**src/tape_coupler_cfg.svh**
```systemverilog
`ifndef TAPE_COUPLER_CFG_SVH
`define TAPE_COUPLER_CFG_SVH

// Register word offsets on the device port
`define DATA_BUF_OFFSET    3'h0
`define STATUS_OFFSET      3'h2
`define OFFSET_W           3

// Packet-free bootstrap trigger value (octal 100001)
`define BOOT_VALUE         16'h8001

// Termination classes
`define TC_NORMAL          3'h0
`define TC_RECOVER_MOVED   3'h4
`define TC_RECOVER_STILL   3'h5
`define TC_FATAL           3'h7

// Reset values
`define TC_RESET           3'h0
`define ADDR_LO_RESET      16'h0000
`define ADDR_HI_RESET      2'h0
`define PTR_RESET          18'h00000
`define RDATA_RESET        16'h0000

`endif

```
**src/tape_coupler_pkg.sv**
```systemverilog
package tape_coupler_pkg;

    typedef enum logic [1:0] {
        st_ready   = 2'b00,
        st_busy    = 2'b01,
        st_loading = 2'b10,
        st_halted  = 2'b11
    } coupler_state_e;

    typedef logic [2:0]  term_class_t;
    typedef logic [15:0] bus_word_t;
    typedef logic [17:0] phys_addr_t;

endpackage : tape_coupler_pkg

```
**src/status_flag.sv**
```systemverilog
`timescale 1ns/1ps

// Sticky status bit: a set in the same cycle as a clear wins
module status_flag (
    input  wire logic mclk,
    input  wire logic rst,
    input  wire logic set,
    input  wire logic clr,
    output logic      q
);

    wire next_q = set | (q & ~clr);

    always_ff @(posedge mclk or posedge rst) begin
        if (rst) begin
            q <= 1'b0;
        end else begin
            q <= next_q;
        end
    end
endmodule : status_flag

```
**src/tape_coupler_status_register.sv**
```systemverilog
// Overview of operation
// 16-bit status word readable at base plus two
// Pointer write clears parity, refused, memory, ready
// Status word write initializes coupler and drive
// Bits 14-11 and 7 cleared only by listed events
// Bits 15, 7 coupler; 10, 6-0 track subsystem
// Bits 3-1 carry eight termination classes
// Class 7: buffer-needed flag tells message validity
// Refused flag sets special condition, class unchanged
// Pointer written while not ready sets refused
// No status refresh while attention off, buffer held
// After initialize, update only at load point
// Special condition marks error or exception end
// Host parity error flagged with class 4/5
// Missing memory flagged with class 4/5
// Buffer-needed set by initialize, cleared by characteristics
// Bits 9 and 8 mirror readback bits 17, 16
// Ready set only while idle for pointers
// Offline bit shows drive cannot move tape
// Host trusts class field only with bit 15
// Two bootstrap writes read second record to zero
// Pointer formed from bus bits, low two zero
// Bits 13, 5, 4 and 0 read zero
`timescale 1ns/1ps
`include "tape_coupler_cfg.svh"

module tape_coupler_status_register #(
    parameter int ADDR_W = 18
) (
    input  wire logic                        mclk,
    input  wire logic                        rst,
    input  wire logic                        bus_sel,
    input  wire logic                        bus_wr,
    input  wire logic                        bus_rd,
    input  wire logic                        bus_byte,
    input  wire logic [`OFFSET_W-1:0]        bus_addr,
    input  wire tape_coupler_pkg::bus_word_t bus_wdata,
    output tape_coupler_pkg::bus_word_t      bus_rdata,
    output logic                             bus_ack,
    input  wire logic                        bus_init,
    input  wire logic                        drive_power_up,
    input  wire logic                        drive_online,
    input  wire logic                        load_point,
    input  wire logic                        attention_message_enable,
    input  wire logic                        msg_released,
    input  wire logic                        seq_done,
    input  wire tape_coupler_pkg::term_class_t seq_tc,
    input  wire logic                        seq_special,
    input  wire logic                        seq_host_parity,
    input  wire logic                        seq_secondary_parity,
    input  wire logic                        seq_nxm,
    input  wire logic                        seq_buffer_valid,
    input  wire tape_coupler_pkg::phys_addr_t seq_end_addr,
    output tape_coupler_pkg::phys_addr_t     cmd_pointer,
    output logic                             cmd_start,
    output logic                             subsys_init,
    output logic                             auto_load,
    output logic                             boot_start,
    output logic                             secondary_parity_flag
);
    import tape_coupler_pkg::*;

    if (ADDR_W != 18) begin : g_width_check
        $error("command pointer logic serves 18 address bits only");
    end

    coupler_state_e state;
    coupler_state_e next_state;

    term_class_t tc;
    logic        sc;
    logic        offline;
    logic        needs_message_buffer;
    logic [1:0]  addr_hi;
    bus_word_t   addr_lo;
    logic        boot_armed;
    logic        boot_first;
    logic        host_parity;
    logic        refused;
    logic        missing_mem;

    // Bus decode on the word part: bit 0 only picks the odd byte of a byte write
    wire acc_db   = bus_sel && ({bus_addr[`OFFSET_W-1:1], 1'b0} == `DATA_BUF_OFFSET);
    wire acc_sw   = bus_sel && ({bus_addr[`OFFSET_W-1:1], 1'b0} == `STATUS_OFFSET);
    wire wr_db    = acc_db && bus_wr;
    wire wr_sw    = acc_sw && bus_wr;
    wire ptr_wr   = wr_db && !bus_byte;
    wire maint_wr = wr_db && bus_byte;
    wire any_db   = ptr_wr || maint_wr;
    wire is_ready = (state == st_ready);

    // Initialize sources: status write, bus init, drive power-up
    wire init_evt  = wr_sw || bus_init || drive_power_up;
    // Offline drive has nothing to load, so it completes at once
    wire init_done = (init_evt && !drive_online) ||
                     (!init_evt && state == st_loading && load_point);

    // Status refresh is withheld to keep message ordering intact
    wire refresh_ok  = attention_message_enable || msg_released;
    wire tc_update   = seq_done && refresh_ok;
    wire recov_class = (seq_tc == `TC_RECOVER_MOVED) ||
                       (seq_tc == `TC_RECOVER_STILL);

    wire refuse_set  = any_db && !is_ready;
    wire flag_clr    = init_done || any_db;                                 // see R2
    wire parity_set  = seq_done && seq_host_parity && recov_class;
    wire nxm_set     = seq_done && seq_nxm && recov_class;
    wire spe_set     = seq_done && seq_secondary_parity;

    // Pointer: bus 15..2 in place, bus 1..0 become address 17..16
    wire phys_addr_t new_ptr = {bus_wdata[1:0], bus_wdata[15:2], 2'b00};

    // Bootstrap detection
    wire boot_word = wr_sw && !bus_byte && (bus_wdata == `BOOT_VALUE);
    wire boot_hit  = boot_word && boot_armed && boot_first;

    // Status word image, fixed-zero bits kept zero
    wire bus_word_t status_word = {sc, host_parity, 1'b0, refused,
                                   missing_mem, needs_message_buffer, addr_hi,
                                   is_ready, offline, 2'b00, tc, 1'b0};     // see R1 see R5
    wire bus_word_t read_mux = acc_sw ? status_word :
                               acc_db ? addr_lo : `RDATA_RESET;

    always_comb begin
        next_state = state;
        case (state)
            st_ready: begin
                if (ptr_wr) begin
                    next_state = st_busy;
                end else if (maint_wr) begin
                    next_state = st_halted;
                end
            end
            st_busy: begin
                if (seq_done) begin
                    next_state = st_ready;
                end
            end
            st_loading: begin
                if (load_point) begin
                    next_state = st_ready;
                end
            end
            st_halted: begin
                next_state = st_halted;
            end
            default: begin
                next_state = st_ready;
            end
        endcase
        // Initialize overrides any state
        if (init_evt) begin
            next_state = drive_online ? st_loading : st_ready;
        end
        if (boot_hit) begin
            next_state = st_busy;
        end
    end

    always_ff @(posedge mclk or posedge rst) begin
        if (rst) begin
            state <= st_ready;
        end else begin
            state <= next_state;
        end
    end

    status_flag u_host_parity (
        .mclk (mclk),
        .rst  (rst),
        .set  (parity_set),
        .clr  (flag_clr),
        .q    (host_parity)
    );

    status_flag u_refused (
        .mclk (mclk),
        .rst  (rst),
        .set  (refuse_set),
        .clr  (flag_clr),
        .q    (refused)
    );

    status_flag u_missing_mem (
        .mclk (mclk),
        .rst  (rst),
        .set  (nxm_set),
        .clr  (flag_clr),
        .q    (missing_mem)
    );

    status_flag u_secondary_parity (
        .mclk (mclk),
        .rst  (rst),
        .set  (spe_set),
        .clr  (flag_clr),
        .q    (secondary_parity_flag)
    );

    // Special condition and termination class
    always_ff @(posedge mclk or posedge rst) begin
        if (rst) begin
            sc <= 1'b0;
            tc <= `TC_RESET;
        end else begin
            if (init_done) begin
                sc <= 1'b0;
                tc <= `TC_NORMAL;
            end else if (ptr_wr && is_ready) begin
                sc <= 1'b0;
            end
            if (tc_update) begin
                sc <= seq_special;
                tc <= seq_tc;
            end
            if (refuse_set) begin
                sc <= 1'b1;
            end
        end
    end

    // Offline and buffer-needed track the subsystem
    always_ff @(posedge mclk or posedge rst) begin
        if (rst) begin
            offline <= 1'b0;
            needs_message_buffer     <= 1'b1;
        end else begin
            if (refresh_ok || init_done) begin
                offline <= !drive_online;
            end
            if (init_done) begin
                needs_message_buffer <= 1'b1;
            end else if (seq_buffer_valid) begin
                needs_message_buffer <= 1'b0;
            end
        end
    end

    // Address readback, survives initialize
    always_ff @(posedge mclk or posedge rst) begin
        if (rst) begin
            addr_lo <= `ADDR_LO_RESET;
            addr_hi <= `ADDR_HI_RESET;
        end else if (maint_wr && bus_addr[0]) begin
            addr_lo <= {bus_wdata[15:8], bus_wdata[15:8]};
            addr_hi <= bus_wdata[9:8];
        end else if (maint_wr) begin
            addr_lo <= bus_wdata;
        end else if (seq_done) begin
            addr_lo <= seq_end_addr[15:0];
            addr_hi <= seq_end_addr[17:16];
        end
    end

    // Command pointer and start pulse
    always_ff @(posedge mclk or posedge rst) begin
        if (rst) begin
            cmd_pointer <= `PTR_RESET;
            cmd_start   <= 1'b0;
        end else begin
            cmd_start <= ptr_wr && is_ready && !init_evt;
            if (ptr_wr) begin
                cmd_pointer <= new_ptr;
            end
        end
    end

    // Bootstrap arming: only reset or bus init arm it
    always_ff @(posedge mclk or posedge rst) begin
        if (rst) begin
            boot_armed <= 1'b1;
            boot_first <= 1'b0;
        end else if (bus_init) begin
            boot_armed <= 1'b1;
            boot_first <= 1'b0;
        end else if (wr_sw) begin
            boot_first <= boot_word && boot_armed && !boot_first;
            boot_armed <= boot_word && boot_armed && !boot_first;
        end
    end

    // Initialize, load and bootstrap pulses
    always_ff @(posedge mclk or posedge rst) begin
        if (rst) begin
            subsys_init <= 1'b0;
            auto_load   <= 1'b0;
            boot_start  <= 1'b0;
        end else begin
            subsys_init <= init_evt;
            auto_load   <= init_evt && drive_online;
            boot_start  <= boot_hit;
        end
    end

    // Bus answer one cycle after the access
    always_ff @(posedge mclk or posedge rst) begin
        if (rst) begin
            bus_rdata <= `RDATA_RESET;
            bus_ack   <= 1'b0;
        end else begin
            bus_ack <= bus_sel && (bus_rd || bus_wr);
            if (bus_sel && bus_rd) begin
                bus_rdata <= read_mux;
            end
        end
    end
endmodule : tape_coupler_status_register

```
**config.mk**
```make
export PLATFORM = sky130hd
export DESIGN_NAME = tape_coupler_status_register
export DESIGN_NICKNAME = d
export VERILOG_FILES = /design/src/tape_coupler_pkg.sv /design/src/status_flag.sv /design/src/tape_coupler_status_register.sv
export VERILOG_INCLUDE_DIRS = /design/src
export SDC_FILE = /design/constraint.sdc
export NUM_CORES = 1
export LEC_CHECK = 0
export CAP_MARGIN = 20
export CORE_ASPECT_RATIO = 1.2
export CORE_MARGIN = 8
export CORE_UTILIZATION = 45
export DETAILED_ROUTE_END_ITERATION = 16
export DONT_BUFFER_PORTS = 1
export HOLD_SLACK_MARGIN = 0.05
export MAX_ROUTING_LAYER = met4
export PLACE_DENSITY = 0.62
export SKIP_CTS_REPAIR_TIMING = 1
export SKIP_LAST_GASP = 1
export SLEW_MARGIN = 20
export SYNTH_ARGS = -nofsm -noshare
export SYNTH_HDL_FRONTEND = slang
export SYNTH_HIERARCHICAL = 1
export SYNTH_SLANG_ARGS = --single-unit
```
**constraint.sdc**
```tcl
create_clock -name mclk -period 1.9 [get_ports mclk]
set_clock_uncertainty 0.2 [all_clocks]
set_input_delay 0.095 -clock mclk [delete_from_list [all_inputs] [get_ports mclk]]
set_output_delay 0.095 -clock mclk [all_outputs]
set_load 0.005 [all_outputs]
```
---- Word level (Yosys, flattened, before mapping) ----
Index checks and enable logic that the tools add are counted.
word-level totals
  register bits ........................... 69
  bits of input ports ..................... 58
  output and inout bits ................... 40
  logic and storage cells ................. 118
cells by class
  equal/unequal tests ..................... 11
  mux-type cells .......................... 27
  bitwise operators ....................... 9
  reductions and logical operators ........ 51
operators by type and width
  operator                                                                number
  16-bit two-way mux                                                      5
  1-bit logical AND                                                       27
  2-bit two-way mux                                                       10
  16-bit equality test (second input constant)                            1
  1-bit logical OR                                                        9
  1-bit two-way mux                                                       9
  4-bit != test (second input constant)                                   2
  2-bit one-hot mux with 4 select lines                                   1
  2-bit nonzero test                                                      4
  3-bit equality test (second input constant)                             2
  3-bit two-way mux                                                       2
  1-bit zero test                                                         5
  5-bit by 3-bit != test with 1-bit output (second input constant)        1
  1-bit AND                                                               4
  2-bit by 1-bit equality test with 1-bit output (second input constant)  2
  2-bit equality test (second input constant)                             2
  2-bit zero test                                                         2
  1-bit OR                                                                4
  4-bit nonzero test                                                      1
  3-bit AND reduction                                                     1
  3-bit nonzero test                                                      1
  2-bit by 1-bit != test with 1-bit output (second input constant)        1
  2-bit AND reduction                                                     1
  1-bit inverter                                                          1

---- Longest topological paths before layout ----
Gate-level depths: netlist of run 1.
  depth in word-level cells ............... 13
  gate-level depth with buffers ........... 7
  gate-level depth less buffers ........... 7

---- By module ----
The synthesis of run 1 kept the hierarchy.
modules (own cells, without submodules)
  module                        times used  cells each  area an instance (um^2)  seq. area each (um^2)
  tape_coupler_status_register  1           283         3054.2                   1629.1
  status_flag                   4           4           40.0                     25.0

---- Least setup slack after synthesis of run 1 ----
OpenSTA, ideal clock, no wires.
  path type ............................... register -> register
  start point ............................. reg state[0]
  end point ............................... reg state[0]
  library setup time ...................... 0.074 ns
  arrival time ............................ 1.552 ns
  required time ........................... 1.626 ns
  slack ................................... 0.074 ns
  cell stages (with the launch flop) ...... 6
  buffers on the path ..................... 0
  clock period less this slack ............ 1.826 ns
  cells stage by stage .................... dfrtp_1 > inv_1 > ha_1 > a222oi_1 > mux2_2 > o21ai_2
on the way
  cells in the longest elaborated chain, start to end .. 4
  elaborated cells between the ends (all ways) .. 11
  classes of those cells .................. eq/ne (6); mux (3); reduce/logical (2)
RTL lines
  what                                               RTL line                             source
  start: declaration                                 tape_coupler_status_register.sv:67   coupler_state_e state;
  start signal: assignment                           tape_coupler_status_register.sv:162  state <= st_ready;
  start signal: assignment                           tape_coupler_status_register.sv:164  state <= next_state;
  2-bit equality test, or another cell as far along  tape_coupler_status_register.sv:126  case (state)
  2-bit one-hot mux with 4 select lines              tape_coupler_status_register.sv:126
  2-bit two-way mux                                  tape_coupler_status_register.sv:152  if (init_evt) begin
  2-bit two-way mux                                  tape_coupler_status_register.sv:155  if (boot_hit) begin
Parallel ways exist; a longest one is shown, timed or not.
A chain may end at the register's enable or synchronous reset.

---- Worst setup path in the final report of run 1 ----
  start point ............................. in bus_addr[2]
  end point ............................... reg u_secondary_parity.q
on the way
  cells in the longest elaborated chain, start to end .. 13
  elaborated cells between the ends (all ways) .. 20
  classes of those cells .................. eq/ne (1); bitwise (3); reduce/logical (16)
RTL lines
  what                                                      RTL line                             source
  start: declaration                                        tape_coupler_status_register.sv:36   input wire logic [`OFFSET_W-1:0] bus_addr,
  2-bit by 1-bit equality test with 1-bit output (no line)  -
  1-bit logical AND                                         tape_coupler_status_register.sv:84   wire acc_sw = bus_sel && ({bus_addr[`OFFSET_W-1:1], 1'b0} == `STATUS_OFFSET);
  1-bit logical AND                                         tape_coupler_status_register.sv:86   wire wr_sw = acc_sw && bus_wr;
  1-bit logical OR (2 in a row)                             tape_coupler_status_register.sv:93   wire init_evt = wr_sw || bus_init || drive_power_up;
  1-bit zero test                                           tape_coupler_status_register.sv:96   (!init_evt && state == st_loading && load_point);
  1-bit logical AND (2 in a row)                            tape_coupler_status_register.sv:96
  1-bit logical OR                                          tape_coupler_status_register.sv:95   wire init_done = (init_evt && !drive_online) ||
  1-bit logical OR (*)                                      tape_coupler_status_register.sv:105  wire flag_clr = init_done || any_db;
  net flag_clr                                              tape_coupler_status_register.sv:105
  1-bit inverter (*)                                        status_flag.sv:12                    wire next_q = set | (q & ~clr);
  1-bit AND (*)                                             status_flag.sv:12
  1-bit OR (*)                                              status_flag.sv:12
  net u_secondary_parity.next_q                             status_flag.sv:12
  end signal: assignment                                    status_flag.sv:18                    q <= next_q;
  end: declaration                                          status_flag.sv:9                     output logic q
The timed path passes the listed nets; every way through them passes the cells marked *.

==> impl_metrics.ini, run 1 <==
[yosys]
ys_ff_latch = 69
synthCells = 299
synth_edf_count = 0
syn_area_per_cell_um2 = 10.8
synth_cell_types = 44
ys_warn_count = 6
synth_area_mm2 = 0.00321
async_flop_share_pct = 100
synth.top_cell.area_share_pct = 52.2
ys_top_cells_by_area = dfrtp_1, mux2_2, mux2i_1
seq_area_frac_synth_pct = 53.8
synth_ff_type = dfrtp_1
post-synth-top-count-cell = dfrtp_1
synth_commonest_cells = dfrtp_1, nand2_1, a21oi_1, o21ai_0, nor2_1
yosys.area.top_type = dfrtp_1

[global_route]
grt_use_total_pct = 17.1
grt_pass1_wl_um = 12900
grt_pass1_vias = 2325
antenna_found_initial = 0
overflow = 0
grt_start_max_net_pins = 33

[critical_path]
crit_path_end_kind = flop
worstPathArrival_ps = 1930
crit_path_max_incr_delay_ps = 560
critical_path.max_fanout = 4
timing.critical_path.slowest_stage_cell = dlygate4sd3_1
path_class = input pin to flop
startpoint_type = input pin
path_cells = dlygate4sd3_1 > nand4b_1 > and2_1 > mux2i_4 > or2_2 > inv_1 > a21o_1
worstPathRequired_ps = 1980

[sta]
relSlewSlack_pct = 50.7
hold_viol = 5
setup_viol = 0
tns_ps = 0
hold_ws_ps = -283
slew_violations = 0
min_period_ps = 1850
fin_crit_sh_pct = 97.5
tightestPinTransition_ps = 738
fmax_mhz = 540
layout_setup_ws_ps = 47.4

[hold_path]
hp-class = input pin to flop

[power]
p_int_mw = 2.96
seq_power_share_pct = 45.8
power_mw = 3.88
netSwitchingFraction_pct = 23.8
p_sw_uw = 924
p_comb_share_pct = 13.8
p_per_area_mw_per_mm2 = 875
ir_drop_mv = 0.508
p_clk_share_pct = 40.4
p_leak_nw = 1.98

[clocking]
cts_htree_levels = 3
clk_pin_slew_ps = 80
clk_latency_ps = 330
numCtsBuffers = 9
cts_tree = done
clockBufferDepth = 2
cts-root-buf = clkbuf_8
clock-sinks = 69

[die]
fp.dieW_um = 93.2
die_y_um = 109
core_area_mm2 = 0.00690
num_rows = 33
start_util_pct = 46.6
io_pins = 98
die-area_mm2 = 0.0101

[placed_design]
post-place-ws_ps = 34.1
dp_hpwl_um = 6270
routabilityCongestion = 0.819
place_area_mm2 = 0.00335
io_buffers = 0

[final_layout]
antenna_cells = 0
syn_to_final_growth_pct = 37.8
nets = 452
drive_gt1_share_pct = 15.0
design_area_mm2 = 0.00443

[route]
first_pass_iters = 4
detail-route-antenna-nets = 0
drc = 0
wl_per_cell_um = 18.9
drt-initial-drc-count = 83
vias = 2606
routed_wl_um = 9080
viasPerCell = 5.42

[job]
drv_cap = 0

[outcome]
status = complete, but fails checks
failed_checks = negative hold slack
kinds of logic (layout without fill, tap and decap cells):
family | count (synthesis) | in the layout | synth area share (%)
muxes | 34 | 34 | 11.6
AOI/OAI and AO/OA | 75 | 75 | 14.2
other | 1 | 2 | 0.117
DFF | 69 | 69 | 53.8
and+or+nand+nor | 86 | 86 | 14.3
buffers and inverters | 29 | 123 | 3.97
adders and majority gates | 5 | 5 | 1.95
worst max-delay path, delay by kind of cell:
| family | cells | cell delay, ps |
|---|---|---|
| AND/OR/NAND/NOR | 3 | 890 |
| multiplexers | 1 | 200 |
| AO/OA/AOI/OAI | 1 | 110 |
| buffers and inverters | 2 | 630 |
power groups by stage:
stage | logic [mW] | clock network [mW] | registers (mW)
after global placement | 0.340 | 0 | 1.81
after floorplan | 0.294 | 0 | 1.76
after global routing | 0.592 | 1.65 | 1.81
final | 0.535 | 1.57 | 1.78
after CTS | 0.356 | 1.60 | 1.78
after detailed placement | 0.356 | 0 | 1.81
cell usage in the layout (no fill, tap or decap), drive strengths merged, types with 12 or more instances in the layout:
cell type    netlist  routed
o21ai             22      22
buf                6      12
a22oi             12      12
nor2              21      21
dfrtp             67      67
dlygate4sd3        0      80
a21oi             21      21
nand2             34      34
mux2              17      17
mux2i             17      17
inv               15      14
final cells by class:
type	count	area, um2
clock inverter	6	135
tap	87	109
inverter	15	60.1
sequential	69	1730
timing repair buffer	92	903
multi-input combinational	202	1370
clock buffer	10	128
fill	522	2460
metrics by stage:
step	utilization, %	instances
finish	64.3	481
global route	64.3	481
CTS	52.3	399
detailed placement	48.5	383
global placement	48.5	383
floorplan	-	300
layer usage:
| metal | routed length, um | up-vias | global-route usage [%] |
|---|---|---|---|
| li1 | - | 1227 | - |
| met1 | 3700 | 1289 | 20.0 |
| met2 | 4690 | 79 | 26.9 |
| met3 | 551 | 11 | 4.78 |
| met4 | 133 | 0 | 7.27 |
| met5 | 0 | - | - |
path summary, 6_finish.rpt:
kind                                       from              endpoint  slack (ps)  depth (start not counted)
worst max-delay path                bus_addr[2]  u_secondary_parity/q          50                          7
worst min-delay path               bus_wdata[5]        cmd_pointer[5]        -280                          1
worst max register to register         state[0]              state[0]          90                          5
worst min register to register  u_missing_mem/q       u_missing_mem/q         290                          1
max in group asynchronous                   rst        cmd_pointer[2]         690                          3
min in group asynchronous                   rst               bus_ack         220                          2
sequential cells by signal (all words and copies together) (netlist names):
signal and flops:
addr_lo 16, bus_rdata 16, cmd_pointer 16, tc 3
addr_hi 2, state 2, auto_load 1, boot_armed 1
boot_first 1, boot_start 1, bus_ack 1, cmd_start 1
needs_message_buffer 1, offline 1, sc 1, subsys_init 1
u_host_parity/q 1, u_missing_mem/q 1, u_refused/q 1, u_secondary_parity/q 1
Note: power is estimated with default switching activity, not from simulation.
==> inputs of run 2 (changes only) <==
==> constraint.sdc (replaced) <==
create_clock -name mclk -period 1.7 [get_ports mclk]
set_clock_uncertainty 0.2 [all_clocks]
set_input_delay 0.085 -clock mclk [delete_from_list [all_inputs] [get_ports mclk]]
set_output_delay 0.085 -clock mclk [all_outputs]
set_load 0.005 [all_outputs]
==> impl_metrics.ini, run 2 (synthesis results as in run 1) <==
[sta]
hold_ws_ps = 28.1
layout_setup_ws_ps = -148
setup_viol = 9
slew_violations = 0
tightestPinTransition_ps = 560
tns_ps = -534
fmax_mhz = 541
hold_viol = 0
rsz0062_at_grt = yes
fin_crit_sh_pct = 109
min_period_ps = 1850
relSlewSlack_pct = 62.5

[critical_path]
critical_path.max_fanout = 3
crit_family = compound AO/OA/AOI/OAI gates
worstPathRequired_ps = 1780
crit_path_end_kind = flop
worstPathArrival_ps = 1930
r2r_end = state[0]
path_class = flop to flop
crit_cells = 6
timing.critical_path.slowest_stage_cell = dfrtp_1
r2r_cells = 6
crit_path_max_incr_delay_ps = 390
startpoint_type = flop
path_cells = inv_2 > ha_4 > a222oi_1 > buf_4 > mux2_4 > o21ai_2
rrSetupSlack_ps = -150
rr_startpoint = state[1]
worst-path-buf-inv = 2

[route]
detail-route-antenna-nets = 0
viasPerCell = 5.38
drt-initial-drc-count = 101
drc = 0
vias = 2630
wl_per_cell_um = 19.2
first_pass_iters = 4
routed_wl_um = 9410

[clocking]
clockBufferDepth = 2
clk_latency_ps = 360
clk_pin_slew_ps = 80
numCtsBuffers = 9
cts-root-buf = clkbuf_8
cts_htree_levels = 3
clock-sinks = 69
cts_tree = done

[final_layout]
drive_gt1_share_pct = 17.4
final_cell_mix = dlygate4sd3_1, dfrtp_1, nand2_1
regArea_mm2 = 0.00173
nets = 460
final_common_cell = dlygate4sd3_1
fillerInstances = 541
antenna_cells = 0
syn_to_final_growth_pct = 40.4
multiInputGateArea_mm2 = 0.00140
top_regs = addr_lo (16), bus_rdata (16), cmd_pointer (16)
fin_util_pct = 65.5

[global_route]
grt_pass1_wl_um = 13400
antenna_found_initial = 0
grt_start_max_net_pins = 45
use_met3_pct = 7.00
grt_util_met1_pct = 20.3
grt_use_total_pct = 18.1
overflow = 0
grt_pass1_vias = 2379
grt.busiest_layer = met2
use_met2_pct = 28.7

[placed_design]
io_buffers = 0
dp_hpwl_um = 6440
post-place-ws_ps = -113
routabilityCongestion = 0.800

[power]
p_clk_share_pct = 37.1
p_comb_share_pct = 15.7
power_mw = 4.21
ir_drop_mv = 0.725
seq_power_share_pct = 47.3
netSwitchingFraction_pct = 25.6
p_int_mw = 3.13
p_sw_mw = 1.08
p_per_area_mw_per_mm2 = 932
p_leak_nw = 2.01

[outcome]
status = complete, but fails checks
failed_checks = negative setup slack

[hold_path]
hold_start = bus_sel
hp-class = input pin to flop
min_to = bus_rdata[5]
worstHoldPathCells = 4

[die]
io_pins = 98
die-area_mm2 = 0.0101
fp.dieW_um = 93.2
num_rows = 33
die_y_um = 109
core_area_mm2 = 0.00690
start_util_pct = 46.6

[job]
drv_cap = 0
run 2: cell types whose count changed in the layout (fill, tap and decap cells not counted), moves of 2 or more:
cell,delta
buf_4,+4
bufinv_16,-2
clkbuf_8,+2
clkinv_4,+2
clkinvlp_4,-2
dlygate4sd3_1,+2
run 2: stage by stage:
stage	instances	instance area (um2)
6_report	489	4510
5_1_grt	489	4510
4_1_cts	404	3640
3_5_place_dp	388	3400
3_3_place_gp	388	3400
2_1_floorplan	300	3230
run 2: layer usage:
layer  share of wire [%]  routed length (um)
met1                  41                3830
met3                 6.3                 597
met4                 2.0                 191
met2                  51                4790
met5                   0                   0
run 2: worst reg2reg max path, cell delays in order (launching register included):
cell      delay [ps]
dfrtp_1          390
inv_2             80
ha_4             150
a222oi_1         340
buf_4            180
mux2_4           300
o21ai_2          130
run 2: worst max path at each step:
stage                        start        to  slack [ps]
final                     state[1]  state[0]        -150
after global routing      state[1]  state[0]        -190
after CTS                 state[1]  state[0]        -140
after detailed placement  state[0]  state[0]        -110
after global placement    state[0]  state[0]         -30
after floorplan           state[0]  state[0]         -50
run 2: final cells by class:
| cell class | count | share of cell area (%) |
|---|---|---|
| Multi-Input combinational cell | 202 | 30.9 |
| Inverter | 15 | 1.33 |
| Tap cell | 87 | 2.41 |
| Clock buffer | 11 | 3.35 |
| Sequential cell | 69 | 38.3 |
| Clock inverter | 5 | 1.83 |
| Timing Repair Buffer | 100 | 21.8 |
run 2: power groups by stage:
stage	clock, mW	combinational, mW	sequential, mW
2_1_floorplan	0	0.330	1.97
3_3_place_gp	0	0.393	2.02
3_5_place_dp	0	0.410	2.02
4_1_cts	1.58	0.410	1.99
5_1_grt	1.65	0.724	2.02
6_report	1.56	0.659	1.99
==> inputs of run 3 (changes only) <==
--- a/config.mk
+++ b/config.mk
@@ -14,7 +14,7 @@
 export DONT_BUFFER_PORTS = 1
 export HOLD_SLACK_MARGIN = 0.05
 export MAX_ROUTING_LAYER = met4
-export PLACE_DENSITY = 0.62
+export PLACE_DENSITY = 0.59
 export SKIP_CTS_REPAIR_TIMING = 1
 export SKIP_LAST_GASP = 1
 export SLEW_MARGIN = 20
==> constraint.sdc (replaced) <==
create_clock -name mclk -period 1.5 [get_ports mclk]
set_clock_uncertainty 0.2 [all_clocks]
set_input_delay 0.075 -clock mclk [delete_from_list [all_inputs] [get_ports mclk]]
set_output_delay 0.075 -clock mclk [all_outputs]
set_load 0.005 [all_outputs]
==> impl_metrics.ini, run 3 (synthesis results as in run 1) <==
[outcome]
status = complete, but fails checks
failed_checks = negative hold slack, negative setup slack

[clocking]
clk_pin_slew_ps = 70
clockBufferDepth = 2
clk_latency_ps = 340
cts-root-buf = clkbuf_8
cts_tree = done
cts_htree_levels = 3
clock-sinks = 69
numCtsBuffers = 9

[power]
power_mw = 4.37
seq_power_share_pct = 51.5
p_clk_share_pct = 33.6
p_int_mw = 3.23
p_sw_mw = 1.14
p_leak_nw = 1.92
p_comb_share_pct = 14.9
ir_drop_mv = 0.634
p_per_area_mw_per_mm2 = 1020
netSwitchingFraction_pct = 26.0

[final_layout]
drive_gt1_share_pct = 20.5
final_cell_mix = dfrtp_1, dlygate4sd3_1, nand2_1
final_common_cell = dfrtp_1
nets = 443
fin_util_pct = 62.4
fillerInstances = 560
syn_to_final_growth_pct = 33.9
top_regs = addr_lo (16), bus_rdata (16), cmd_pointer (16)

[die]
io_pins = 98
fp.dieW_um = 93.2
die-area_mm2 = 0.0101
die_y_um = 109
core_area_mm2 = 0.00690
num_rows = 33
start_util_pct = 46.6

[sta]
fin_crit_sh_pct = 122
fmax_mhz = 545
hold_viol = 23
hold_ws_ps = -268
setup_viol = 34
tns_ps = -7010
slew_violations = 0
rsz0062_at_grt = yes
layout_setup_ws_ps = -335
min_period_ps = 1840

[placed_design]
post-place-ws_ps = -308
routabilityCongestion = 0.760
io_buffers = 0
dp_hpwl_um = 6370

[critical_path]
crit_family = buffers and inverters
rr_startpoint = state[1]
worstPathArrival_ps = 1860
worstPathRequired_ps = 1530
r2r_cells = 7
endpoint = u_host_parity/q
r2r_end = state[1]
critPathLaunch = bus_sel
crit_cells = 7
critical_path.max_fanout = 5
timing.critical_path.slowest_stage_cell = dlygate4sd3_1
worst-path-buf-inv = 2
startpoint_type = input pin
crit_path_max_incr_delay_ps = 630
crit_path_end_kind = flop
path_cells = dlygate4sd3_1 > nand4b_1 > and2_1 > mux2i_4 > or2_4 > inv_1 > a21o_1
rrSetupSlack_ps = -320
path_class = input pin to flop

[route]
drt-initial-drc-count = 84
drc = 0
detail-route-antenna-nets = 0
wl_per_cell_um = 19.4
first_pass_iters = 4
vias = 2535
viasPerCell = 5.36
routed_wl_um = 9170

[global_route]
grt_start_max_net_pins = 37
use_met3_pct = 6.58
overflow = 0
antenna_found_initial = 1
use_met2_pct = 26.9
grt_pass1_vias = 2372
grt_pass1_wl_um = 13000
grt.busiest_layer = met2
grt_use_total_pct = 17.4
grt_util_met1_pct = 19.6

[job]
drv_cap = 0

[hold_path]
hp-class = input pin to flop
## run 3: cell types whose count changed in the layout (fill, tap and decap cells not counted), sizes merged
cell	delta
dlygate4sd3	-23
clkinvlp	+1
bufinv	-2
clkinv	-1
diode	+1
buf	+6
clkbuf	+2
## run 3: worst register-to-register path, stage by stage (launching register included)
cell	delay (ps)
dfrtp_1	390
inv_2	80
ha_4	150
a222oi_1	430
buf_4	190
nor2_1	40
a31oi_1	140
o21ai_1	80
## run 3: power groups by stage
| stage | Sequential [mW] | Clock (mW) | Combinational (mW) |
|---|---|---|---|
| 6_report | 2.25 | 1.47 | 0.651 |
| 5_1_grt | 2.28 | 1.58 | 0.727 |
| 4_1_cts | 2.26 | 1.50 | 0.470 |
| 3_5_place_dp | 2.29 | 0 | 0.469 |
| 3_3_place_gp | 2.29 | 0 | 0.454 |
| 2_1_floorplan | 2.23 | 0 | 0.376 |
## run 3: layout make-up
| cell class | count | area, um2 | share of cell area, % |
|---|---|---|---|
| inverters | 15 | 60.1 | 1.40 |
| flip-flops and latches | 69 | 1730 | 40.2 |
| clock inverters | 3 | 17.5 | 0.407 |
| diodes | 1 | 2.50 | 0.0581 |
| multi-input cells | 202 | 1410 | 32.7 |
| well taps | 87 | 109 | 2.53 |
| clock buffers | 13 | 179 | 4.16 |
| repair buffers | 83 | 800 | 18.6 |
## run 3: how the worst min path moves through the flow
stage               slack (ps)  depth (start not counted)         endpoint        start
finish                    -270                          2       addr_lo[6]  bus_addr[0]
global route              -260                          2       addr_lo[7]  bus_addr[0]
floorplan                 -400                          1  u_host_parity/q          rst
global placement          -390                          1  u_host_parity/q          rst
CTS                       -760                          1  u_missing_mem/q          rst
detailed placement        -390                          1  u_missing_mem/q          rst
## run 3: layer usage
| layer | vias to the layer above | wire length (um) |
|---|---|---|
| met1 | 1234 | 3760 |
| li1 | 1214 | - |
| met2 | 74 | 4630 |
| met4 | 0 | 156 |
| met3 | 13 | 627 |
| met5 | - | 0 |
## run 3: through the flow
step	cells	area [um2]
after floorplan	300	3230
after detailed placement	395	3460
after global placement	395	3460
after CTS	411	3660
final	473	4300
after global routing	473	4300
